## src/rtl/timer2_pkg.sv

```systemverilog
// package: register map, field positions and constants of the up/down timer
package timer2_pkg;

    // ****************************************
    // register offsets
    // ****************************************
    localparam logic [3:0] ADDR_CTRL     = 4'h0;
    localparam logic [3:0] ADDR_MODE     = 4'h1;
    localparam logic [3:0] ADDR_CNT_LO   = 4'h2;
    localparam logic [3:0] ADDR_CNT_HI   = 4'h3;
    localparam logic [3:0] ADDR_RLD_LO   = 4'h4;
    localparam logic [3:0] ADDR_RLD_HI   = 4'h5;
    localparam logic [3:0] ADDR_IRQ_STAT = 4'h6;
    localparam logic [3:0] ADDR_IRQ_MASK = 4'h7;

    // ****************************************
    // control and mode register fields
    // ****************************************
    localparam int CTRL_OVF   = 7;
    localparam int CTRL_EXT   = 6;
    localparam int CTRL_RCLK  = 5;
    localparam int CTRL_TRANSMIT_CLOCK_SOURCE_BIT  = 4;
    localparam int CTRL_EXEN  = 3;
    localparam int CTRL_RUN   = 2;
    localparam int CTRL_CSEL  = 1;
    localparam int CTRL_CPRL  = 0;
    localparam int MODE_UDEN  = 0;

    // interrupt status bits
    localparam int IRQ_OVF    = 0;
    localparam int IRQ_UNF    = 1;
    localparam int IRQ_W      = 2;

    localparam logic [7:0]  BYTE_RST  = 8'h00;
    localparam logic [15:0] CNT_ALL1  = 16'hffff;
    localparam logic [15:0] CNT_ONE   = 16'h0001;

    // ****************************************
    // prescaler: oscillator divided by twelve
    // ****************************************
    localparam int         PRESCALE      = 12;
    localparam logic [3:0] PRESCALE_LAST = 4'(PRESCALE - 1);
    localparam logic [3:0] PRESCALE_ZERO = 4'h0;

    typedef enum logic [1:0] {
        MODE_CAPTURE = 2'b00,
        MODE_RELOAD  = 2'b01,
        MODE_BAUD    = 2'b11
    } op_mode_e;

    typedef struct packed {
        logic [3:0] addr;
        logic [7:0] wdata;
        logic       wr;
        logic       rd;
    } reg_req_s;

endpackage

```

## src/rtl/timer2_updown.sv

```systemverilog
// 16-bit up/down auto-reload timer/counter with register port
//
// The register addresses and the address-and-strobe port were left to the implementer.
`timescale 1ns/100ps
module timer2_updown (
    input  wire logic              core_clk,
    input  wire logic              rst_b,
    input  wire timer2_pkg::reg_req_s req,
    output logic [7:0]             rdata,
    input  wire logic              external_count_pin,
    input  wire logic              direction_pin,
    output logic                   irq,
    output logic [16:0]            count_ext
);

    // ****************************************
    // registers
    // ****************************************
    logic [7:0]  ctrl_r;
    logic        updown_en_r;
    logic [7:0]  count_low_byte;
    logic [7:0]  count_high_byte;
    logic [7:0]  reload_low_byte;
    logic [7:0]  reload_high_byte;
    logic [timer2_pkg::IRQ_W-1:0] stat_r;
    logic [timer2_pkg::IRQ_W-1:0] mask_r;
    logic [7:0]  rdata_r;
    logic [3:0]  pre_r;
    logic [2:0]  pin_sync_r;
    logic [2:0]  dir_sync_r;
    logic        pin_lvl_r;
    logic        dir_lvl_r;

    logic [15:0] cnt;
    logic [15:0] rld;
    logic        tick;
    logic        pin_fall;
    logic        run;
    logic        serial;
    logic        updown;
    logic        ovf;
    logic        unf;
    logic        wr_ctrl;
    timer2_pkg::op_mode_e mode;

    function automatic logic hit(input timer2_pkg::reg_req_s r,
                                 input logic [3:0] a);
        return r.wr && (r.addr == a);
    endfunction

    assign cnt = {count_high_byte, count_low_byte};
    assign rld = {reload_high_byte, reload_low_byte};
    assign run = ctrl_r[timer2_pkg::CTRL_RUN];
    assign serial = ctrl_r[timer2_pkg::CTRL_RCLK] |
                    ctrl_r[timer2_pkg::CTRL_TRANSMIT_CLOCK_SOURCE_BIT];
    assign wr_ctrl = hit(req, timer2_pkg::ADDR_CTRL);

    always_comb begin
        if (serial) begin
            mode = timer2_pkg::MODE_BAUD;
        end else if (ctrl_r[timer2_pkg::CTRL_CPRL]) begin
            mode = timer2_pkg::MODE_CAPTURE;
        end else begin
            mode = timer2_pkg::MODE_RELOAD;
        end
    end

    // updown enable qualified by reload mode
    assign updown = updown_en_r && (mode == timer2_pkg::MODE_RELOAD);

    // ****************************************
    // pin synchronisers
    // ****************************************
    // a change counts only once second and third stages agree
    always_ff @(posedge core_clk or negedge rst_b) begin
        if (!rst_b) begin
            pin_sync_r <= 3'h7;
            dir_sync_r <= 3'h7;
        end else begin
            pin_sync_r <= {pin_sync_r[1:0], external_count_pin};
            dir_sync_r <= {dir_sync_r[1:0], direction_pin};
        end
    end

    always_ff @(posedge core_clk or negedge rst_b) begin
        if (!rst_b) begin
            pin_lvl_r <= 1'h1;
            dir_lvl_r <= 1'h1;
        end else begin
            if (pin_sync_r[1] == pin_sync_r[2]) begin
                pin_lvl_r <= pin_sync_r[2];
            end
            if (dir_sync_r[1] == dir_sync_r[2]) begin
                dir_lvl_r <= dir_sync_r[2];
            end
        end
    end

    // falling edge of filtered pin level
    assign pin_fall = pin_lvl_r && (pin_sync_r[1] == pin_sync_r[2]) &&
                      !pin_sync_r[2];

    // ****************************************
    // prescaler
    // ****************************************
    // free-running so the timer rate is independent of run toggling
    always_ff @(posedge core_clk or negedge rst_b) begin
        if (!rst_b) begin
            pre_r <= timer2_pkg::PRESCALE_ZERO;
        end else if (pre_r == timer2_pkg::PRESCALE_LAST) begin
            pre_r <= timer2_pkg::PRESCALE_ZERO;
        end else begin
            pre_r <= pre_r + 4'h1;
        end
    end

    // count source select; gated by run
    assign tick = run && (ctrl_r[timer2_pkg::CTRL_CSEL] ? pin_fall :
                  (pre_r == timer2_pkg::PRESCALE_LAST));

    // overflow in up direction or plain mode
    assign ovf = tick && (!updown || dir_lvl_r) && (cnt == timer2_pkg::CNT_ALL1);
    // underflow when count equals reload value
    assign unf = tick && updown && !dir_lvl_r && (cnt == rld);

    // ****************************************
    // counter
    // ****************************************
    always_ff @(posedge core_clk or negedge rst_b) begin
        if (!rst_b) begin
            count_low_byte  <= timer2_pkg::BYTE_RST;
            count_high_byte <= timer2_pkg::BYTE_RST;
        end else if (ovf && mode != timer2_pkg::MODE_CAPTURE) begin
            {count_high_byte, count_low_byte} <= rld;
        end else if (unf) begin
            {count_high_byte, count_low_byte} <= timer2_pkg::CNT_ALL1;
        end else if (tick) begin
            // cascaded 16-bit step; up unless down
            if (updown && !dir_lvl_r) begin
                {count_high_byte, count_low_byte} <= cnt - timer2_pkg::CNT_ONE;
            end else begin
                {count_high_byte, count_low_byte} <= cnt + timer2_pkg::CNT_ONE;
            end
        end else if (hit(req, timer2_pkg::ADDR_CNT_LO)) begin
            count_low_byte <= req.wdata;
        end else if (hit(req, timer2_pkg::ADDR_CNT_HI)) begin
            count_high_byte <= req.wdata;
        end
    end

    // ****************************************
    // control, mode and reload registers
    // ****************************************
    always_ff @(posedge core_clk or negedge rst_b) begin
        if (!rst_b) begin
            ctrl_r <= timer2_pkg::BYTE_RST;
        end else begin
            if (wr_ctrl) begin
                ctrl_r <= req.wdata;
            end
            // set wins over software write, only without serial
            if ((ovf || unf) && !serial) begin
                ctrl_r[timer2_pkg::CTRL_OVF] <= 1'h1;
            end
            // toggle on each wrap in updown mode
            if (updown && (ovf || unf)) begin
                ctrl_r[timer2_pkg::CTRL_EXT] <= ~ctrl_r[timer2_pkg::CTRL_EXT];
            end
        end
    end

    always_ff @(posedge core_clk or negedge rst_b) begin
        if (!rst_b) begin
            updown_en_r      <= 1'h0;
            reload_low_byte  <= timer2_pkg::BYTE_RST;
            reload_high_byte <= timer2_pkg::BYTE_RST;
        end else begin
            if (hit(req, timer2_pkg::ADDR_MODE)) begin
                updown_en_r <= req.wdata[timer2_pkg::MODE_UDEN];
            end
            if (hit(req, timer2_pkg::ADDR_RLD_LO)) begin
                reload_low_byte <= req.wdata;
            end
            if (hit(req, timer2_pkg::ADDR_RLD_HI)) begin
                reload_high_byte <= req.wdata;
            end
        end
    end

    // ****************************************
    // interrupt status and mask
    // ****************************************
    // external flag toggling deliberately feeds no status bit
    always_ff @(posedge core_clk or negedge rst_b) begin
        if (!rst_b) begin
            stat_r <= '0;
            mask_r <= '0;
        end else begin
            if (hit(req, timer2_pkg::ADDR_IRQ_MASK)) begin
                mask_r <= req.wdata[timer2_pkg::IRQ_W-1:0];
            end
            stat_r <= (stat_r & ~(hit(req, timer2_pkg::ADDR_IRQ_STAT) ?
                       req.wdata[timer2_pkg::IRQ_W-1:0] : '0)) |
                      {unf && !serial, ovf && !serial};
        end
    end

    assign irq = |(stat_r & mask_r);

    // ****************************************
    // read port
    // ****************************************
    always_ff @(posedge core_clk or negedge rst_b) begin
        if (!rst_b) begin
            rdata_r <= timer2_pkg::BYTE_RST;
        end else if (req.rd) begin
            unique case (req.addr)
                timer2_pkg::ADDR_CTRL:     rdata_r <= ctrl_r;
                timer2_pkg::ADDR_MODE:     rdata_r <= {7'h00, updown_en_r};
                timer2_pkg::ADDR_CNT_LO:   rdata_r <= count_low_byte;
                timer2_pkg::ADDR_CNT_HI:   rdata_r <= count_high_byte;
                timer2_pkg::ADDR_RLD_LO:   rdata_r <= reload_low_byte;
                timer2_pkg::ADDR_RLD_HI:   rdata_r <= reload_high_byte;
                timer2_pkg::ADDR_IRQ_STAT: rdata_r <= {6'h00, stat_r};
                timer2_pkg::ADDR_IRQ_MASK: rdata_r <= {6'h00, mask_r};
                default:                   rdata_r <= timer2_pkg::BYTE_RST;
            endcase
        end else begin
            rdata_r <= timer2_pkg::BYTE_RST;
        end
    end

    assign rdata = rdata_r;
    assign count_ext = {ctrl_r[timer2_pkg::CTRL_EXT], cnt};

    // ****************************************
    // assertions
    // ****************************************
    property p_reload_up;
        @(posedge core_clk) disable iff (!rst_b)
        (ovf && mode != timer2_pkg::MODE_CAPTURE) |=> cnt == $past(rld);
    endproperty
    a_reload_up: assert property (p_reload_up)
        else $error("overflow did not reload");

    property p_unf_ones;
        @(posedge core_clk) disable iff (!rst_b)
        unf |=> cnt == timer2_pkg::CNT_ALL1;
    endproperty
    a_unf_ones: assert property (p_unf_ones)
        else $error("underflow did not load ones");

    property p_hold;
        @(posedge core_clk) disable iff (!rst_b)
        (!run && !req.wr) |=> $stable(cnt);
    endproperty
    a_hold: assert property (p_hold)
        else $error("count moved while stopped");

    property p_ovf_flag;
        @(posedge core_clk) disable iff (!rst_b)
        ((ovf || unf) && !serial) |=> ctrl_r[timer2_pkg::CTRL_OVF];
    endproperty
    a_ovf_flag: assert property (p_ovf_flag)
        else $error("overflow flag not set");

    property p_ext_tog;
        @(posedge core_clk) disable iff (!rst_b)
        (updown && (ovf || unf)) |=> ctrl_r[timer2_pkg::CTRL_EXT] !=
        $past(ctrl_r[timer2_pkg::CTRL_EXT]);
    endproperty
    a_ext_tog: assert property (p_ext_tog)
        else $error("external flag did not toggle");

    // plain step leaves out the capture wrap, since ovf is excluded
    property p_step_up;
        @(posedge core_clk) disable iff (!rst_b)
        (tick && !ovf && !(updown && !dir_lvl_r)) |=>
        cnt == $past(cnt) + timer2_pkg::CNT_ONE;
    endproperty
    a_step_up: assert property (p_step_up)
        else $error("count did not step up");

    property p_step_down;
        @(posedge core_clk) disable iff (!rst_b)
        (tick && updown && !dir_lvl_r && !unf) |=>
        cnt == $past(cnt) - timer2_pkg::CNT_ONE;
    endproperty
    a_step_down: assert property (p_step_down)
        else $error("count did not step down");

    c_unf: cover property (@(posedge core_clk) unf);
    c_ovf: cover property (@(posedge core_clk) ovf && updown);
    c_irq: cover property (@(posedge core_clk) irq);
    c_wrap: cover property (@(posedge core_clk)
        ovf && mode == timer2_pkg::MODE_CAPTURE);

endmodule

```

## config.mk

```make
export PLATFORM = sky130hd
export DESIGN_NAME = timer2_updown
export DESIGN_NICKNAME = d
export VERILOG_FILES = /design/src/rtl/timer2_pkg.sv /design/src/rtl/timer2_updown.sv
export SDC_FILE = /design/constraint.sdc
export NUM_CORES = 1
export LEC_CHECK = 0
export ABC_CLOCK_PERIOD_IN_PS = 3700
export BUFFER_PORTS_ARGS = -buffer_cell sky130_fd_sc_hd__buf_2
export CAP_MARGIN = 20
export CORE_MARGIN = 2
export CORE_UTILIZATION = 46
export DETAILED_ROUTE_END_ITERATION = 8
export PLACE_DENSITY = 0.65
export SLEW_MARGIN = 25
export SYNTH_ARGS = -nofsm -noshare
export SYNTH_HDL_FRONTEND = slang
export SYNTH_SLANG_ARGS = --single-unit
```

## constraint.sdc

```tcl
create_clock -name core_clk -period 3.7 [get_ports core_clk]
set_clock_uncertainty 0.2 [all_clocks]
set_input_delay 0.37 -clock core_clk [delete_from_list [all_inputs] [get_ports core_clk]]
set_output_delay 0.37 -clock core_clk [all_outputs]
set_load 0.05 [all_outputs]
```

Word level (Yosys, flattened, before mapping)
Index checks and enable logic that the tools add are counted.
{"block": "totals", "reg_bits": 65, "inputBits": 18, "output_inout_bits": 26}
{"block": "classes", "addsub": 3, "eq_ne": 14, "n_mux": 21, "bitwise": 6, "n_reduce_logical": 37}
{"operator": "8-bit 2-to-1 mux", "count": 13}
{"operator": "8-bit case mux with 8 select lines", "count": 1}
{"operator": "1-bit logical AND", "count": 23}
{"operator": "16-bit by 1-bit adder with 16-bit output, second input constant", "count": 1}
{"operator": "16-bit equality test", "count": 1}
{"operator": "16-bit equality test, second input constant", "count": 1}
{"operator": "4-bit by 3-bit equality test with 1-bit output, second input constant", "count": 4}
{"operator": "16-bit by 1-bit subtractor with 16-bit output, second input constant", "count": 1}
{"operator": "4-bit by 2-bit equality test with 1-bit output, second input constant", "count": 2}
{"operator": "4-bit nonzero test", "count": 2}
{"operator": "2-bit nonzero test", "count": 3}
{"operator": "4-bit by 1-bit adder with 4-bit output, second input constant", "count": 1}
{"operator": "2-bit bitwise AND", "count": 2}
{"operator": "4-bit by 1-bit equality test with 1-bit output, second input constant", "count": 1}
{"operator": "4-bit equality test, second input constant", "count": 1}
{"operator": "1-bit logical NOT", "count": 4}
{"operator": "4-bit logical NOT", "count": 1}
{"operator": "1-bit 2-to-1 mux", "count": 4}
{"operator": "2-bit 2-to-1 mux", "count": 2}
{"operator": "4-bit 2-to-1 mux", "count": 1}
{"operator": "4-bit != test, second input constant", "count": 1}
{"operator": "1-bit equality test", "count": 2}
{"operator": "2-bit by 1-bit equality test with 1-bit output, second input constant", "count": 1}
{"operator": "1-bit logical OR", "count": 2}
{"operator": "other kinds (6)", "count": 6}

Logic depth before layout (Yosys ltp)
Gate-level depths: netlist of the first run.
{"block": "depth", "ltp_word": 11, "depth_mapped": 8}

Least setup slack after synthesis of the first run
OpenSTA, ideal clock, no wires.
{"block": "synth_path", "path_kind": "reg2reg", "startpoint": "reg count_high_byte[0]", "endpoint": "reg count_high_byte[6]", "arrival_time_ns": 2.397, "required_ns": 3.427, "slack_ns": 1.030, "stages_incl_launch_ff": 8, "path_cell_list": "dfrtp_1 buf_4 nand4_1 a2111oi_1 o21ba_2 or3_1 a41o_1 a21oi_2"}
{"block": "synth_between", "elab_chain_len": 5, "elab_cells_between_ends": 14, "classes_between": "add/sub: 2; eq/ne: 3; mux: 4; reduce/logical: 5"}
{"item": "start: declaration", "line": "timer2_updown.sv:22", "rtl": "logic [7:0] count_high_byte;"}
{"item": "start signal: assignment", "line": "timer2_updown.sv:132", "rtl": "count_high_byte <= timer2_pkg::BYTE_RST;"}
{"item": "start signal: assignment", "line": "timer2_updown.sv:134", "rtl": "{count_high_byte, count_low_byte} <= rld;"}
{"item": "start signal: assignment", "line": "timer2_updown.sv:136", "rtl": "{count_high_byte, count_low_byte} <= timer2_pkg::CNT_ALL1;"}
{"item": "16-bit by 1-bit adder with 16-bit output (tied with other cells)", "line": "timer2_updown.sv:142", "rtl": "{count_high_byte, count_low_byte} <= cnt + timer2_pkg::CNT_ONE;"}
{"item": "8-bit 2-to-1 mux / 1-bit logical AND (equally long branches)", "line": "timer2_updown.sv:139, timer2_updown.sv:122"}
{"item": "8-bit 2-to-1 mux / 1-bit logical AND (equally long branches)", "line": "timer2_updown.sv:137, timer2_updown.sv:133"}
{"item": "8-bit 2-to-1 mux (tied with other cells)", "line": "timer2_updown.sv:135", "rtl": "end else if (unf) begin"}
{"item": "8-bit 2-to-1 mux / 2-bit AND reduction (equally long branches)"}
Parallel ways exist; a longest one is shown, timed or not.
A chain may end at the register's enable or synchronous reset.

Worst setup path in the final report of the first run
{"block": "layout_path", "startpoint": "reg pre_r[0]", "endpoint": "reg count_low_byte[2]"}
{"block": "layout_between", "elab_chain_len": 8, "elab_cells_between_ends": 13, "classes_between": "eq/ne: 1; mux: 4; reduce/logical: 8"}
{"item": "start: declaration", "line": "timer2_updown.sv:28", "rtl": "logic [3:0] pre_r;"}
{"item": "start signal: assignment", "line": "timer2_updown.sv:109", "rtl": "pre_r <= timer2_pkg::PRESCALE_ZERO;"}
{"item": "start signal: assignment", "line": "timer2_updown.sv:111", "rtl": "pre_r <= timer2_pkg::PRESCALE_ZERO;"}
{"item": "start signal: assignment", "line": "timer2_updown.sv:113", "rtl": "pre_r <= pre_r + 4'h1;"}
{"item": "4-bit equality test (*)", "line": "timer2_updown.sv:119", "rtl": "(pre_r == timer2_pkg::PRESCALE_LAST));"}
{"item": "1-bit 2-to-1 mux (*)", "line": "timer2_updown.sv:118", "rtl": "assign tick = run && (ctrl_r[timer2_pkg::CTRL_CSEL] ? pin_fall :"}
{"item": "1-bit logical AND (*)", "line": "timer2_updown.sv:118"}
{"item": "1-bit logical AND (3 in a row)", "line": "timer2_updown.sv:124", "rtl": "assign unf = tick && updown && !dir_lvl_r && (cnt == rld);"}
{"item": "8-bit 2-to-1 mux", "line": "timer2_updown.sv:135"}
{"item": "8-bit 2-to-1 mux", "line": "timer2_updown.sv:133", "rtl": "end else if (ovf && mode != timer2_pkg::MODE_CAPTURE) begin"}
{"item": "end signal: assignment", "line": "timer2_updown.sv:134"}
{"item": "end signal: assignment", "line": "timer2_updown.sv:136"}
{"item": "end signal: assignment", "line": "timer2_updown.sv:140", "rtl": "{count_high_byte, count_low_byte} <= cnt - timer2_pkg::CNT_ONE;"}
{"item": "end: declaration", "line": "timer2_updown.sv:21", "rtl": "logic [7:0] count_low_byte;"}
Every way passes the cells marked *; elsewhere a longest branch is shown, timed or not.

==> results, run 1 <==
- Total power for the finished layout comes to 2.82 mW.
- In this run, synthesis produced a sequential element count of 65.
- The critical path required time is 3720 ps.
- The aggregate negative setup slack is 0 ps.
- The launch point of the worst reg-to-reg path is pre_r[0].
- In the finished design, the share of the clock period the worst path needs comes to 75.9%.
- The run finished with clean final reports.
- The worst-case setup margin in the final layout is 893 ps.
- In the synthesized netlist, the number of instances is 407.
- The per-cell via count in the routed design is 6.54.
- The critical path in this run is classified as reg -> reg.
- For the worst setup path, the data arrival time is 2830 ps.
- Counting I/O delays and the setup requirement, the final critical path takes 2810 ps.
- The most used routing layer is met2.
- After floorplanning, the core was divided into 33 placement rows.
- The CTS tree is done.
- The fmax is 356 MHz.
- The number of antenna violations at the first check in global routing came to 0.
- The CTS clock-pin slew for the worst setup and hold paths is 80 ps.
- The setup slack after placement is 1020 ps.
- The cell area that synthesis handed to floorplanning was 3940 µm².
- The worst hold path begins at req[2].
- The clock net in this run drives a total of 65 sinks.
- The cell sitting at the root of the clock tree is a clkbuf_8.
- Once the floorplan was initialized, standard cells occupied 47.7% of the core.
- The number of nets with antenna violations after routing is 0.
- The worst hold path belongs to the class in -> reg.
- The number of nets in the layout is 471.
- Setup repair after global routing left no endpoint under its margin.
- The setup slack of the most critical reg-to-reg path is 890 ps.
- The number of global-route vias before repair was 3572.
- The average instance area after synthesis is 9.67 µm².
- Summed over all cells, the static leakage comes to 1.82 nW.
- In this run the critical register-to-register path is captured at count_low_byte[2].
- For met3 alone, demand over resource in global routing was 6.44%.
- The DRC violation count after routing is 0.
- IR analysis of the VDD net gives a maximum drop of 0.350 mV.
- The first detailed-routing pass ran for 5 iterations.
- In the final routed layout, each cell accounts on average for 22.1 µm.
- The depth of the worst register-to-register path is 6.
- Input and output buffers added on the ports amount to 43.
- The horizontal die dimension is 96.5 µm.
- The clock latency on the worst-skew pair is 350 ps.
- The count of unique library cells instantiated by Yosys is 71.
- The kind of end point of the critical path is a register.
- The core region is 8260 µm².
- For this block, the via count after detailed routing is 3665.
- After legalization and detailed placement, the total HPWL measured 8.78 mm.
- The worst hold endpoint is updown_en_r.
- The power density over cell area is 637 nW/µm².
- The proportion of layout cells with a drive suffix above 1 is 25.1%.
- The async set or reset register ratio after synthesis is 100%.
- The max-capacitance violation count is 0.
- The most used flip-flop cell after synthesis is dfrtp_1.
- Wires add up to 12.4 mm.
- The met1 capacity usage during global routing is 38.2%.
- The routability congestion estimate from global placement is 1.12.
- In this run the vertical extent of the chip is 96.5 µm.
- The largest fanout on the critical path is 13.
- Compared with the post-synthesis result, the final layout area differs by 12.6%.
- No sink is reached through more buffers than the 2 on the longest clock path.
- The number of antenna cells inserted is 0.
- Sequential elements use 41.6% of the synthesized area.
- The hold violation count in the final report came to 0.
- The met2 usage is 44.0%.
- The synthesis warning total is 0.
- The overall routing resource usage is 28.5%.
- Summed over all layers, the global routing overflow is 0.
- Along the worst hold path, the cell count comes to 3.
- Hold timing on the final database bottoms out at a slack of 87.9 ps.
- The number of placed I/O pins is 44.
- The max-slew violation count is 0.
- The number of setup violations in the final report is 0.
- The first routing iteration left 351 violations.
- The pin count of the biggest net entering global routing is 43.
- The utilization after layout is 53.7%.
- The worst-case headroom to the max-slew limit is 41.5%.
- At the pin with the least slew margin, the transition time is 870 ps.
- The number of flops mapped to enable cells by yosys is 0.
- The startpoint type of the worst setup path is a register.
- Counting every net in the synthesized netlist gives 428.
- The die covers 9320 µm².
- In this run, CTS created clock tree buffers numbering 9.
- The total number of H-tree levels is 3.
- The first-pass GRT wire length is 19.4 mm.
## worst max-delay path by stage
stage                                    end                from  slack, ps  cells past startpoint
after CTS                  count_low_byte[2]            pre_r[0]        980                      6
after floorplan           count_high_byte[6]  count_high_byte[0]       1030                      7
final                      count_low_byte[2]            pre_r[0]        890                      6
after detailed placement   count_low_byte[2]           pin_lvl_r       1020                      5
after global placement     count_low_byte[2]           pin_lvl_r       1030                      5
after global routing      count_high_byte[4]            pre_r[0]        740                      6
## final cells by class
type / instances / area [µm²]
clock buffers: 10 / 128
multi-input cells: 305 / 2130
inverters: 12 / 45.0
repair buffers: 57 / 330
well taps: 105 / 131
fillers: 801 / 3820
clock inverters: 6 / 35.0
flip-flops and latches: 65 / 1640
## synthesized netlist by cell type (6+ instances only)
cell | number | area, µm²
a21oi_1 | 12 | 60.1
mux2_2 | 22 | 248
inv_1 | 12 | 45.0
a31oi_1 | 11 | 68.8
nand3_1 | 13 | 65.1
o21ai_0 | 24 | 120
a22oi_1 | 14 | 105
o22ai_1 | 11 | 68.8
xor2_1 | 20 | 175
nand2_1 | 37 | 139
dfrtp_1 | 57 | 1430
nor4_1 | 11 | 68.8
nand4_1 | 7 | 43.8
clkbuf_1 | 15 | 56.3
nand2b_1 | 6 | 37.5
nor2_1 | 18 | 67.6
nor3_1 | 9 | 45.0
mux2i_1 | 6 | 60.1
dfstp_2 | 8 | 210
## critical path, cell delays in order (launching register included)
cell	delay (ps)
dfrtp_1	370
ha_1	230
nor4bb_1	330
o21a_1	590
nand2_1	510
o2111ai_1	340
nand3_1	100
## kinds of logic (layout without fill, tap and decap cells)
| logic type | after synthesis | after routing | share of synthesized area (%) |
|---|---|---|---|
| AOI/OAI and AO/OA | 118 | 118 | 20.7 |
| xor gates and xnor gates | 22 | 22 | 4.89 |
| adders and majority gates | 5 | 5 | 1.46 |
| buffers and inverters | 37 | 85 | 4.38 |
| DFF | 65 | 65 | 41.6 |
| muxes | 28 | 28 | 7.82 |
| and+or+nand+nor | 132 | 132 | 19.2 |
## report_power, final
| part | internal (mW) | leakage [nW] | switching (mW) |
|---|---|---|---|
| logic | 0.367 | 0.945 | 0.759 |
| clock network | 0.238 | 0.0818 | 0.285 |
| registers | 0.866 | 0.794 | 0.309 |
| total | 1.47 | 1.82 | 1.35 |
## repair_timing
item                      in CTS  in global routing
hold buffers                   3                  0
setup buffers                  0                  0
resized for setup              0                  0
hold endpoints to repair      11                  0
## metrics by stage
stage                     cell area (µm²)  std cells
final                                4430        560
after global routing                 4430        560
after CTS                            4430        560
after detailed placement             4240        541
after global placement               4240        541
after floorplan                      3940        407
## registers in the layout (all words and copies together) (netlist names)
register and count:
dir_lvl_r 1, ctrl_r 8, mask_r 2, stat_r 2, pin_lvl_r 1, reload_low_byte 8
pre_r 4, rdata 8, updown_en_r 1, pin_sync_r 3, dir_sync_r 3, reload_high_byte 8
count_high_byte 8, count_low_byte 8
## routing by layer
layer | part of all wire (%) | wire [µm]
met1 | 43 | 5320
met2 | 45 | 5590
met3 | 8.1 | 1010
met4 | 3.5 | 433
met5 | 0 | 0
## cell usage in the layout, fill, tap and decap left out, drive strengths merged, types with 3 or more instances in the layout
master and n:
clkbuf 10, ha 3, nor4 13, inv 12, o21ai 26, mux2 22, a31oi 11, mux2i 6
dlygate4sd3 3, dfstp 8, buf 54, o31ai 4, clkinv 4, nand4 7, dfrtp 57, a2bb2oi 3
o221ai 5, a21oi 13, a22oi 14, nand2b 6, nor2 19, a22o 3, o2111ai 3, xor2 20
nand2 37, nand3 14, o22ai 11, nor4bb 3, nor3 9, or3 4, and3 5, o211ai 4
Note: power is estimated with default switching activity, not from simulation.
==> run 2: changes to the inputs <==
--- a/config.mk
+++ b/config.mk
@@ -5,13 +5,13 @@
 export SDC_FILE = /design/constraint.sdc
 export NUM_CORES = 1
 export LEC_CHECK = 0
-export ABC_CLOCK_PERIOD_IN_PS = 3700
+export ABC_CLOCK_PERIOD_IN_PS = 2500
 export BUFFER_PORTS_ARGS = -buffer_cell sky130_fd_sc_hd__buf_2
 export CAP_MARGIN = 20
 export CORE_MARGIN = 2
 export CORE_UTILIZATION = 46
 export DETAILED_ROUTE_END_ITERATION = 8
-export PLACE_DENSITY = 0.65
+export PLACE_DENSITY = 0.68
 export SLEW_MARGIN = 25
 export SYNTH_ARGS = -nofsm -noshare
 export SYNTH_HDL_FRONTEND = slang
==> constraint.sdc (replaced) <==
create_clock -name core_clk -period 2.5 [get_ports core_clk]
set_clock_uncertainty 0.2 [all_clocks]
set_input_delay 0.25 -clock core_clk [delete_from_list [all_inputs] [get_ports core_clk]]
set_output_delay 0.25 -clock core_clk [all_outputs]
set_load 0.05 [all_outputs]
==> run 2 against run 1 <==
Net effect: the run now ends with negative setup slack left; worst hold slack lost 86 ps; final area increased by 16%; sequential share of layout area fell by 4.9 points; worst setup slack got worse by 930 ps; combinational power grew 95%; via count rose by 8.3%; non-clock buffer count rose by 63; power up 69%; routed wire length increased by 10%; global-route usage increased by 1.2 points; register-to-register slack got worse by 930 ps; clock-buffer cell count is 1 lower.
==> results, run 2 (synthesis gave the netlist of run 1 again) <==
- The run finished, with violations left.
- The final reports fail on negative setup slack.
- The placement row count is 33.
- The depth of the worst register-to-register path is 8.
- For this configuration, the core starts out at a cell density of 47.7%.
- The count of nets left with antenna violations once routing finished came out at 0.
- Dividing total power by cell area gives a power density of 930 nW/µm².
- The hold-critical path depth is 2.
- The DRC violation count after routing is 0.
- For hold timing, the worst endpoint is mask_r[0].
- In this run the worst path has a maximum fanout of 7.
- The signal arrival time at the worst endpoint is 2610 ps.
- The setup slack of the most critical reg-to-reg path is -30 ps.
- The time the final worst path needs with I/O delays and setup is 2530 ps.
- CTS saw 65 sinks.
- Entering global routing, the biggest net connects 27 pins.
- The growth of design area from synthesis to finish is 30.7%.
- The congestion estimate from routability-driven global placement came to 1.03.
- The launch point of the worst reg-to-reg path is ctrl_r[4].
- The number of nets in the layout is 534.
- The critical path required time is 2580 ps.
- The final cycle utilization of the critical path is 101%.
- 0 antenna diodes ended up in the layout.
- The worst min-delay path class is in -> reg.
- The CTS tree is done.
- No sink is reached through more buffers than the 2 on the longest clock path.
- The kind of end point of the critical path is a register.
- On the worst path, the slowest cell contributes a delay of 430 ps.
- The HPWL after detailed placement is 9.64 mm.
- After clock tree synthesis, the clock-pin slew on the worst setup and hold paths is 80 ps.
- The first detailed-routing pass ran for 5 iterations.
- The number of antenna violations at the first check in global routing is 0.
- The slowest stage of the critical path belongs to the cell nor4b_4.
- The port buffer count is 43.
- After floorplanning, the core was sized to cover 8260 µm².
- The slew at the pin closest to its max-slew limit is 594 ps.
- The overall via count from detail_route is 3970.
- After layout, the worst setup slack is -34.5 ps.
- Global routing finished with a remaining overflow of 0.
- Clock latency on the worst-skew pair, taken at its later pin, is 350 ps.
- The routed wire length is 13.6 mm.
- The max-slew violation count is 0.
- The DRC marker count from the first detailed-route iteration is 365.
- The worst register-to-register path ends at count_high_byte[5].
- The per-cell via count in the routed design is 6.37.
- The library cell used most frequently in the layout, excluding fill and tap cells, is buf_4.
- The total number of H-tree levels is 3.
- The proportion of layout cells with a drive suffix above 1 is 38.6%.
- The start point of the worst min-delay path is req[2].
- The overall die area is 9320 µm².
- The count of placed standard cells including taps is 578.
- The first-pass GRT wire length is 20.1 mm.
- The maximum VDD drop is 0.499 mV.
- Setup violations remaining at the end of the flow were counted as 2.
- The hold violation count in the final report is 0.
- The utilization after layout is 62.3%.
- The number of global-route vias before repair is 3617.
- In the layout the commonest cells are buf_4 (66), dfrtp_1 (49), buf_2 (43), nand2_1 (36), mux2_2 (22).
- The die is 96.5 µm tall.
- STA classifies the critical path startpoint as a register.
- The max-capacitance violation count is 0.
- The number of buffers inserted during clock tree synthesis is 9.
- The fmax is 395 MHz.
- The number of placed I/O pins is 44.
- The non-filler instance count after layout is 623.
- The root buffer cell chosen for the clock tree is clkbuf_8.
- The critical path is of the reg -> reg type.
- Setup repair after global routing could not meet its margin everywhere.
- Across every metal layer, demand over resource in global routing totals 29.7%.
- In the final routed layout, each cell accounts on average for 21.9 µm.
- The static power due to leakage is 2.17 nW.
- The horizontal die dimension is 96.5 µm.
- The critical path goes through buf_6, nor4b_4, nand4_1, buf_4, o32ai_4, o21ai_2, mux2_2, a21oi_2.
- The worst-case hold slack is 1.43 ps.
- The worst-case headroom to the max-slew limit is 60.4%.
[run 2: cell types whose count changed in the layout (fill, tap and decap cells not counted), sizes merged]
cell	change
dlygate4sd3	+5
clkinv	-1
buf	+58
bufinv	+1
clkbuf	-1
inv	+2
clkinvlp	-1
[run 2: timing repair]
item / 4_1_cts / 5_1_grt
endpoints found under the hold margin: 30 / 0
resized for setup: 2 / 33
setup buffers: 0 / 21
pin swaps: 0 / 17
endpoints found under the setup margin: 2 / 17
hold buffers: 8 / 0
[run 2: final cells by class]
type,instances,area (µm²)
clock buffers,9,124
repair buffers,120,825
clock inverters,7,77.6
flip-flops and latches,65,1650
inverters,12,45.0
fillers,690,3110
multi-input cells,305,2300
well taps,105,131
[run 2: metrics by stage]
step                setup WS, ps  power (mW)  setup TNS, ps  area [µm²]
floorplan                  -37.8        2.91          -37.8        3950
finish                     -34.5        4.78          -43.6        5140
global placement            -120        3.55           -120        4530
CTS                        -3.46        4.54          -3.46        4820
detailed placement         -73.7        3.57           -121        4530
global route                -103        5.01           -300        5140
[run 2: power by group]
group	internal, mW	total, mW	switching [mW]
sequential	1.30	1.65	0.357
clock	0.469	0.932	0.463
combinational	0.804	2.20	1.39
total	2.57	4.78	2.21
[run 2: critical path, delay by kind of cell, from the launching register on]
kind | cells | cell delay, ps
flip-flops | 1 | 410
buffers and inverters | 2 | 360
AND/OR/NAND/NOR | 2 | 680
AO/OA/AOI/OAI | 3 | 530
multiplexers | 1 | 290
[run 2: worst max-delay path by stage]
stage	from	end	slack (ps)	depth (start not counted)
final	ctrl_r[4]	count_high_byte[5]	-30	8
after global routing	ctrl_r[4]	count_high_byte[5]	-100	8
after CTS	ctrl_r[4]	count_high_byte[5]	-3	7
after detailed placement	ctrl_r[4]	count_high_byte[5]	-70	7
after global placement	count_low_byte[6]	count_high_byte[6]	-120	7
after floorplan	count_low_byte[5]	count_high_byte[6]	-40	7
[run 2: routing by layer]
layer	part of all wire, %	track usage [%]	up-vias
met5	0	0	-
met4	5.7	17.3	0
met3	7.2	3.57	60
met2	45	45.4	227
met1	42	40.6	1916
li1	-	-	1767
==> run 3: changes to the inputs <==
--- a/config.mk
+++ b/config.mk
@@ -9,9 +9,9 @@
 export BUFFER_PORTS_ARGS = -buffer_cell sky130_fd_sc_hd__buf_2
 export CAP_MARGIN = 20
 export CORE_MARGIN = 2
-export CORE_UTILIZATION = 46
+export CORE_UTILIZATION = 53
 export DETAILED_ROUTE_END_ITERATION = 8
-export PLACE_DENSITY = 0.68
+export PLACE_DENSITY = 0.76
 export SLEW_MARGIN = 25
 export SYNTH_ARGS = -nofsm -noshare
 export SYNTH_HDL_FRONTEND = slang
==> run 3 against run 2 <==
Net effect: the run now ends clean; global-route usage grew 3.6 points; sequential power is essentially flat; power shrank 0.73%; maximum frequency grew 3.1%; core utilization grew 6.8 points; worst hold slack gained 13 ps; critical path depth grew 1; sequential cell count is the same; first-iteration DRC count grew 6.0%; sequential share of layout area grew 1.1 points; clock-buffer cell count grew 1; critical endpoint is now count_low_byte[2]; largest cell class unchanged.
==> results, run 3 (synthesis gave the netlist of run 1 again) <==
- The worst min-delay path class is in -> reg.
- The internal power of the cells totals 2.61 mW.
- The final cycle utilization of the critical path is 98.3%.
- The library cells used most frequently in the layout, excluding fill and tap cells, are buf_4 (54), dfrtp_1 (47), buf_2 (43), nand2_1 (36).
- The worst hold path passes through 3 cells.
- The reg-to-reg endpoint is count_low_byte[2].
- The delay of the slowest cell on the worst path is 490 ps.
- After the first detailed-routing iteration, the DRC count stood at 387.
- Input and output buffers added on the ports amount to 43.
- The number of antenna cells inserted is 0.
- The number of antenna violations at the first check in global routing is 1.
- The fmax is 407 MHz.
- The first detailed-routing pass ran for 6 iterations.
- The sum of internal, switching and leakage power is 4.75 mW.
- The die extent in y is 90.2 µm.
- The starting utilization of the core area is 54.6%.
- The overall routing resource usage is 33.3%.
- The buffer levels on the longest clock path is 2.
- The register share of total power is 34.8%.
- Counting cells, the worst reg-to-reg path comes to 9.
- Compared with the post-synthesis result, the final layout area differs by 26.6%.
- The critical path class is reg -> reg.
- The CTS clock-pin slew for the worst setup and hold paths is 80 ps.
- TritonCTS created 9 clock buffers.
- After detailed placement, the total cell area comes to 4550 µm².
- The total number of H-tree levels is 3.
- The launch point of the worst reg-to-reg path is pre_r[0].
- The pin count of the biggest net entering global routing is 36.
- The number of clock sinks seen by CTS is 65.
- The kind of end point of the critical path is a register.
- The hold violation count in the final report was 0.
- For this design the total switching power over the nets is 2.14 mW.
- The slowest library cell on the worst path is o21ai_1.
- The library cell used most frequently in the layout, excluding fill and tap cells, is buf_4.
- The number of nets with antenna violations after routing is 0.
- The tool flagged a number of max-cap violations equal to 0.
- The kind of cell with the highest combined delay along the critical path is compound AO/OA/AOI/OAI gates.
- The worst hold endpoint is updown_en_r.
- The first global-routing pass estimated 20.6 mm of wire.
- In the final design database the tool counted 519 nets.
- The congestion estimate from routability-driven global placement came to 0.964.
- The per-cell via count in the routed design is 6.48.
- At the worst endpoint, the arrival time is 2490 ps.
- The placement row count is 31.
- The post-route netlist has 36.2% of its cells at a drive strength greater than 1.
- The final global-route overflow total is 0.
- The run finished with clean final reports.
- The static power due to leakage is 2.10 nW.
- Summed over all failing endpoints, the final setup total negative slack is 0 ps.
- The DRC violation count after routing is 0.
- TritonCTS built the clock tree.
- The max-slew violation count was 0.
- The non-filler instance count after layout is 602.
- In this run, the clock network consumes 21.7% of the power.
- The setup slack of the most critical reg-to-reg path is 40 ps.
- In this run the worst setup path begins at pre_r[0].
- The maximum VDD drop is 0.532 mV.
- At the pin with the least slew margin, the transition time is 576 ps.
- Setup violations remaining at the end of the flow were counted as 0.
- The area of all placed cells without fillers is 4990 µm².
- Measured against its own limit, the worst slew margin works out to 61.4%.
- Power spread over the standard cell area amounts to 953 nW/µm².
- The number of placed I/O pins is 44.
- The largest fanout on the critical path is 11.
- The combinational share of power is 43.6%.
- The clock root buffer is clkbuf_8.
- The wire-length estimate of the detail-placed layout is 9.79 mm.
- The routed design could run at a clock period as short as 2460 ps.
- The overall via count from detail_route is 3901.
- The switching power as a share of total power is 45.0%.
- The cell type with the highest occurrence count on the critical path is buf_4.
- Data on the critical path is required at its endpoint by 2530 ps.
- The number of global-route vias before repair is 3818.
- The die covers 8140 µm².
- The clock latency on the worst-skew pair is 360 ps.
- The horizontal die dimension is 90.2 µm.
- The start point of the worst min-delay path is req[2].
- STA classifies the critical path startpoint as a register.
- The count of placed standard cells including taps is 574.
- The routed wire length is 13.2 mm.
- The number of buffers and inverters on the critical path is 2.
- Walking the worst path, the cells encountered are ha_1, nor4bb_1, o21ai_1, buf_4, nand2_1, buf_4, and2_1, o2111ai_1, nand3_1.
- Dividing the detail-routed wire length by the instance count gives 22.0 µm.
- The core region is 7210 µm².
-- run 3: per-layer routing --
metal / up-vias / part of all wire, % / track usage (%)
met4: 2 / 4.0 / 16.9
met5: - / 0.053 / 0
li1: 1725 / - / -
met1: 1897 / 41 / 44.7
met2: 233 / 46 / 50.8
met3: 44 / 8.7 / 7.38
-- run 3: power groups by stage --
stage	sequential [mW]	clock, mW	combinational, mW
floorplan	1.96	0	0.954
global placement	1.63	0	1.94
detailed placement	1.64	0	1.96
CTS	1.62	1.04	1.98
global route	1.67	1.09	2.21
finish	1.65	1.03	2.07
-- run 3: how the worst max path moves through the flow --
| stage | slack [ps] | to | cells past startpoint |
|---|---|---|---|
| after floorplan | -40 | count_high_byte[6] | 7 |
| after detailed placement | -50 | count_high_byte[5] | 6 |
| after global routing | -20 | count_high_byte[4] | 6 |
| final | 40 | count_low_byte[2] | 9 |
| after global placement | 6 | count_high_byte[5] | 6 |
| after CTS | 2 | count_high_byte[4] | 6 |
-- run 3: tightest hold or removal path: cells and delay by family --
| family | cells | cell delay (ps) |
|---|---|---|
| and+or+nand+nor | 1 | 60 |
| AOI/OAI and AO/OA | 1 | 90 |
| buffers and inverters | 1 | 130 |
-- run 3: metrics by stage --
stage          utilization (%)  worst slack, ps  hold WS (ps)
2_1_floorplan                -            -37.8          -246
3_3_place_gp              63.0             6.42         -46.4
3_5_place_dp              63.0            -53.5         -49.7
4_1_cts                   67.2             2.01          8.71
5_1_grt                   69.1            -23.0          27.5
6_report                  69.1             42.2          14.6
-- run 3: area by class of cell --
type	count	area [µm²]
fill	584	2230
multi-input combinational	305	2220
sequential	65	1650
timing repair buffer	105	721
clock buffer	10	138
tap	99	124
clock inverter	6	91.3
inverter	12	45.0
-- run 3: timing repair --
action	4_1_cts	5_1_grt
pin swaps	0	10
buffers inserted	0	6
endpoints found under the setup margin	2	16
gates resized for setup	2	19
hold buffers	6	0
hold endpoints to repair	70	0
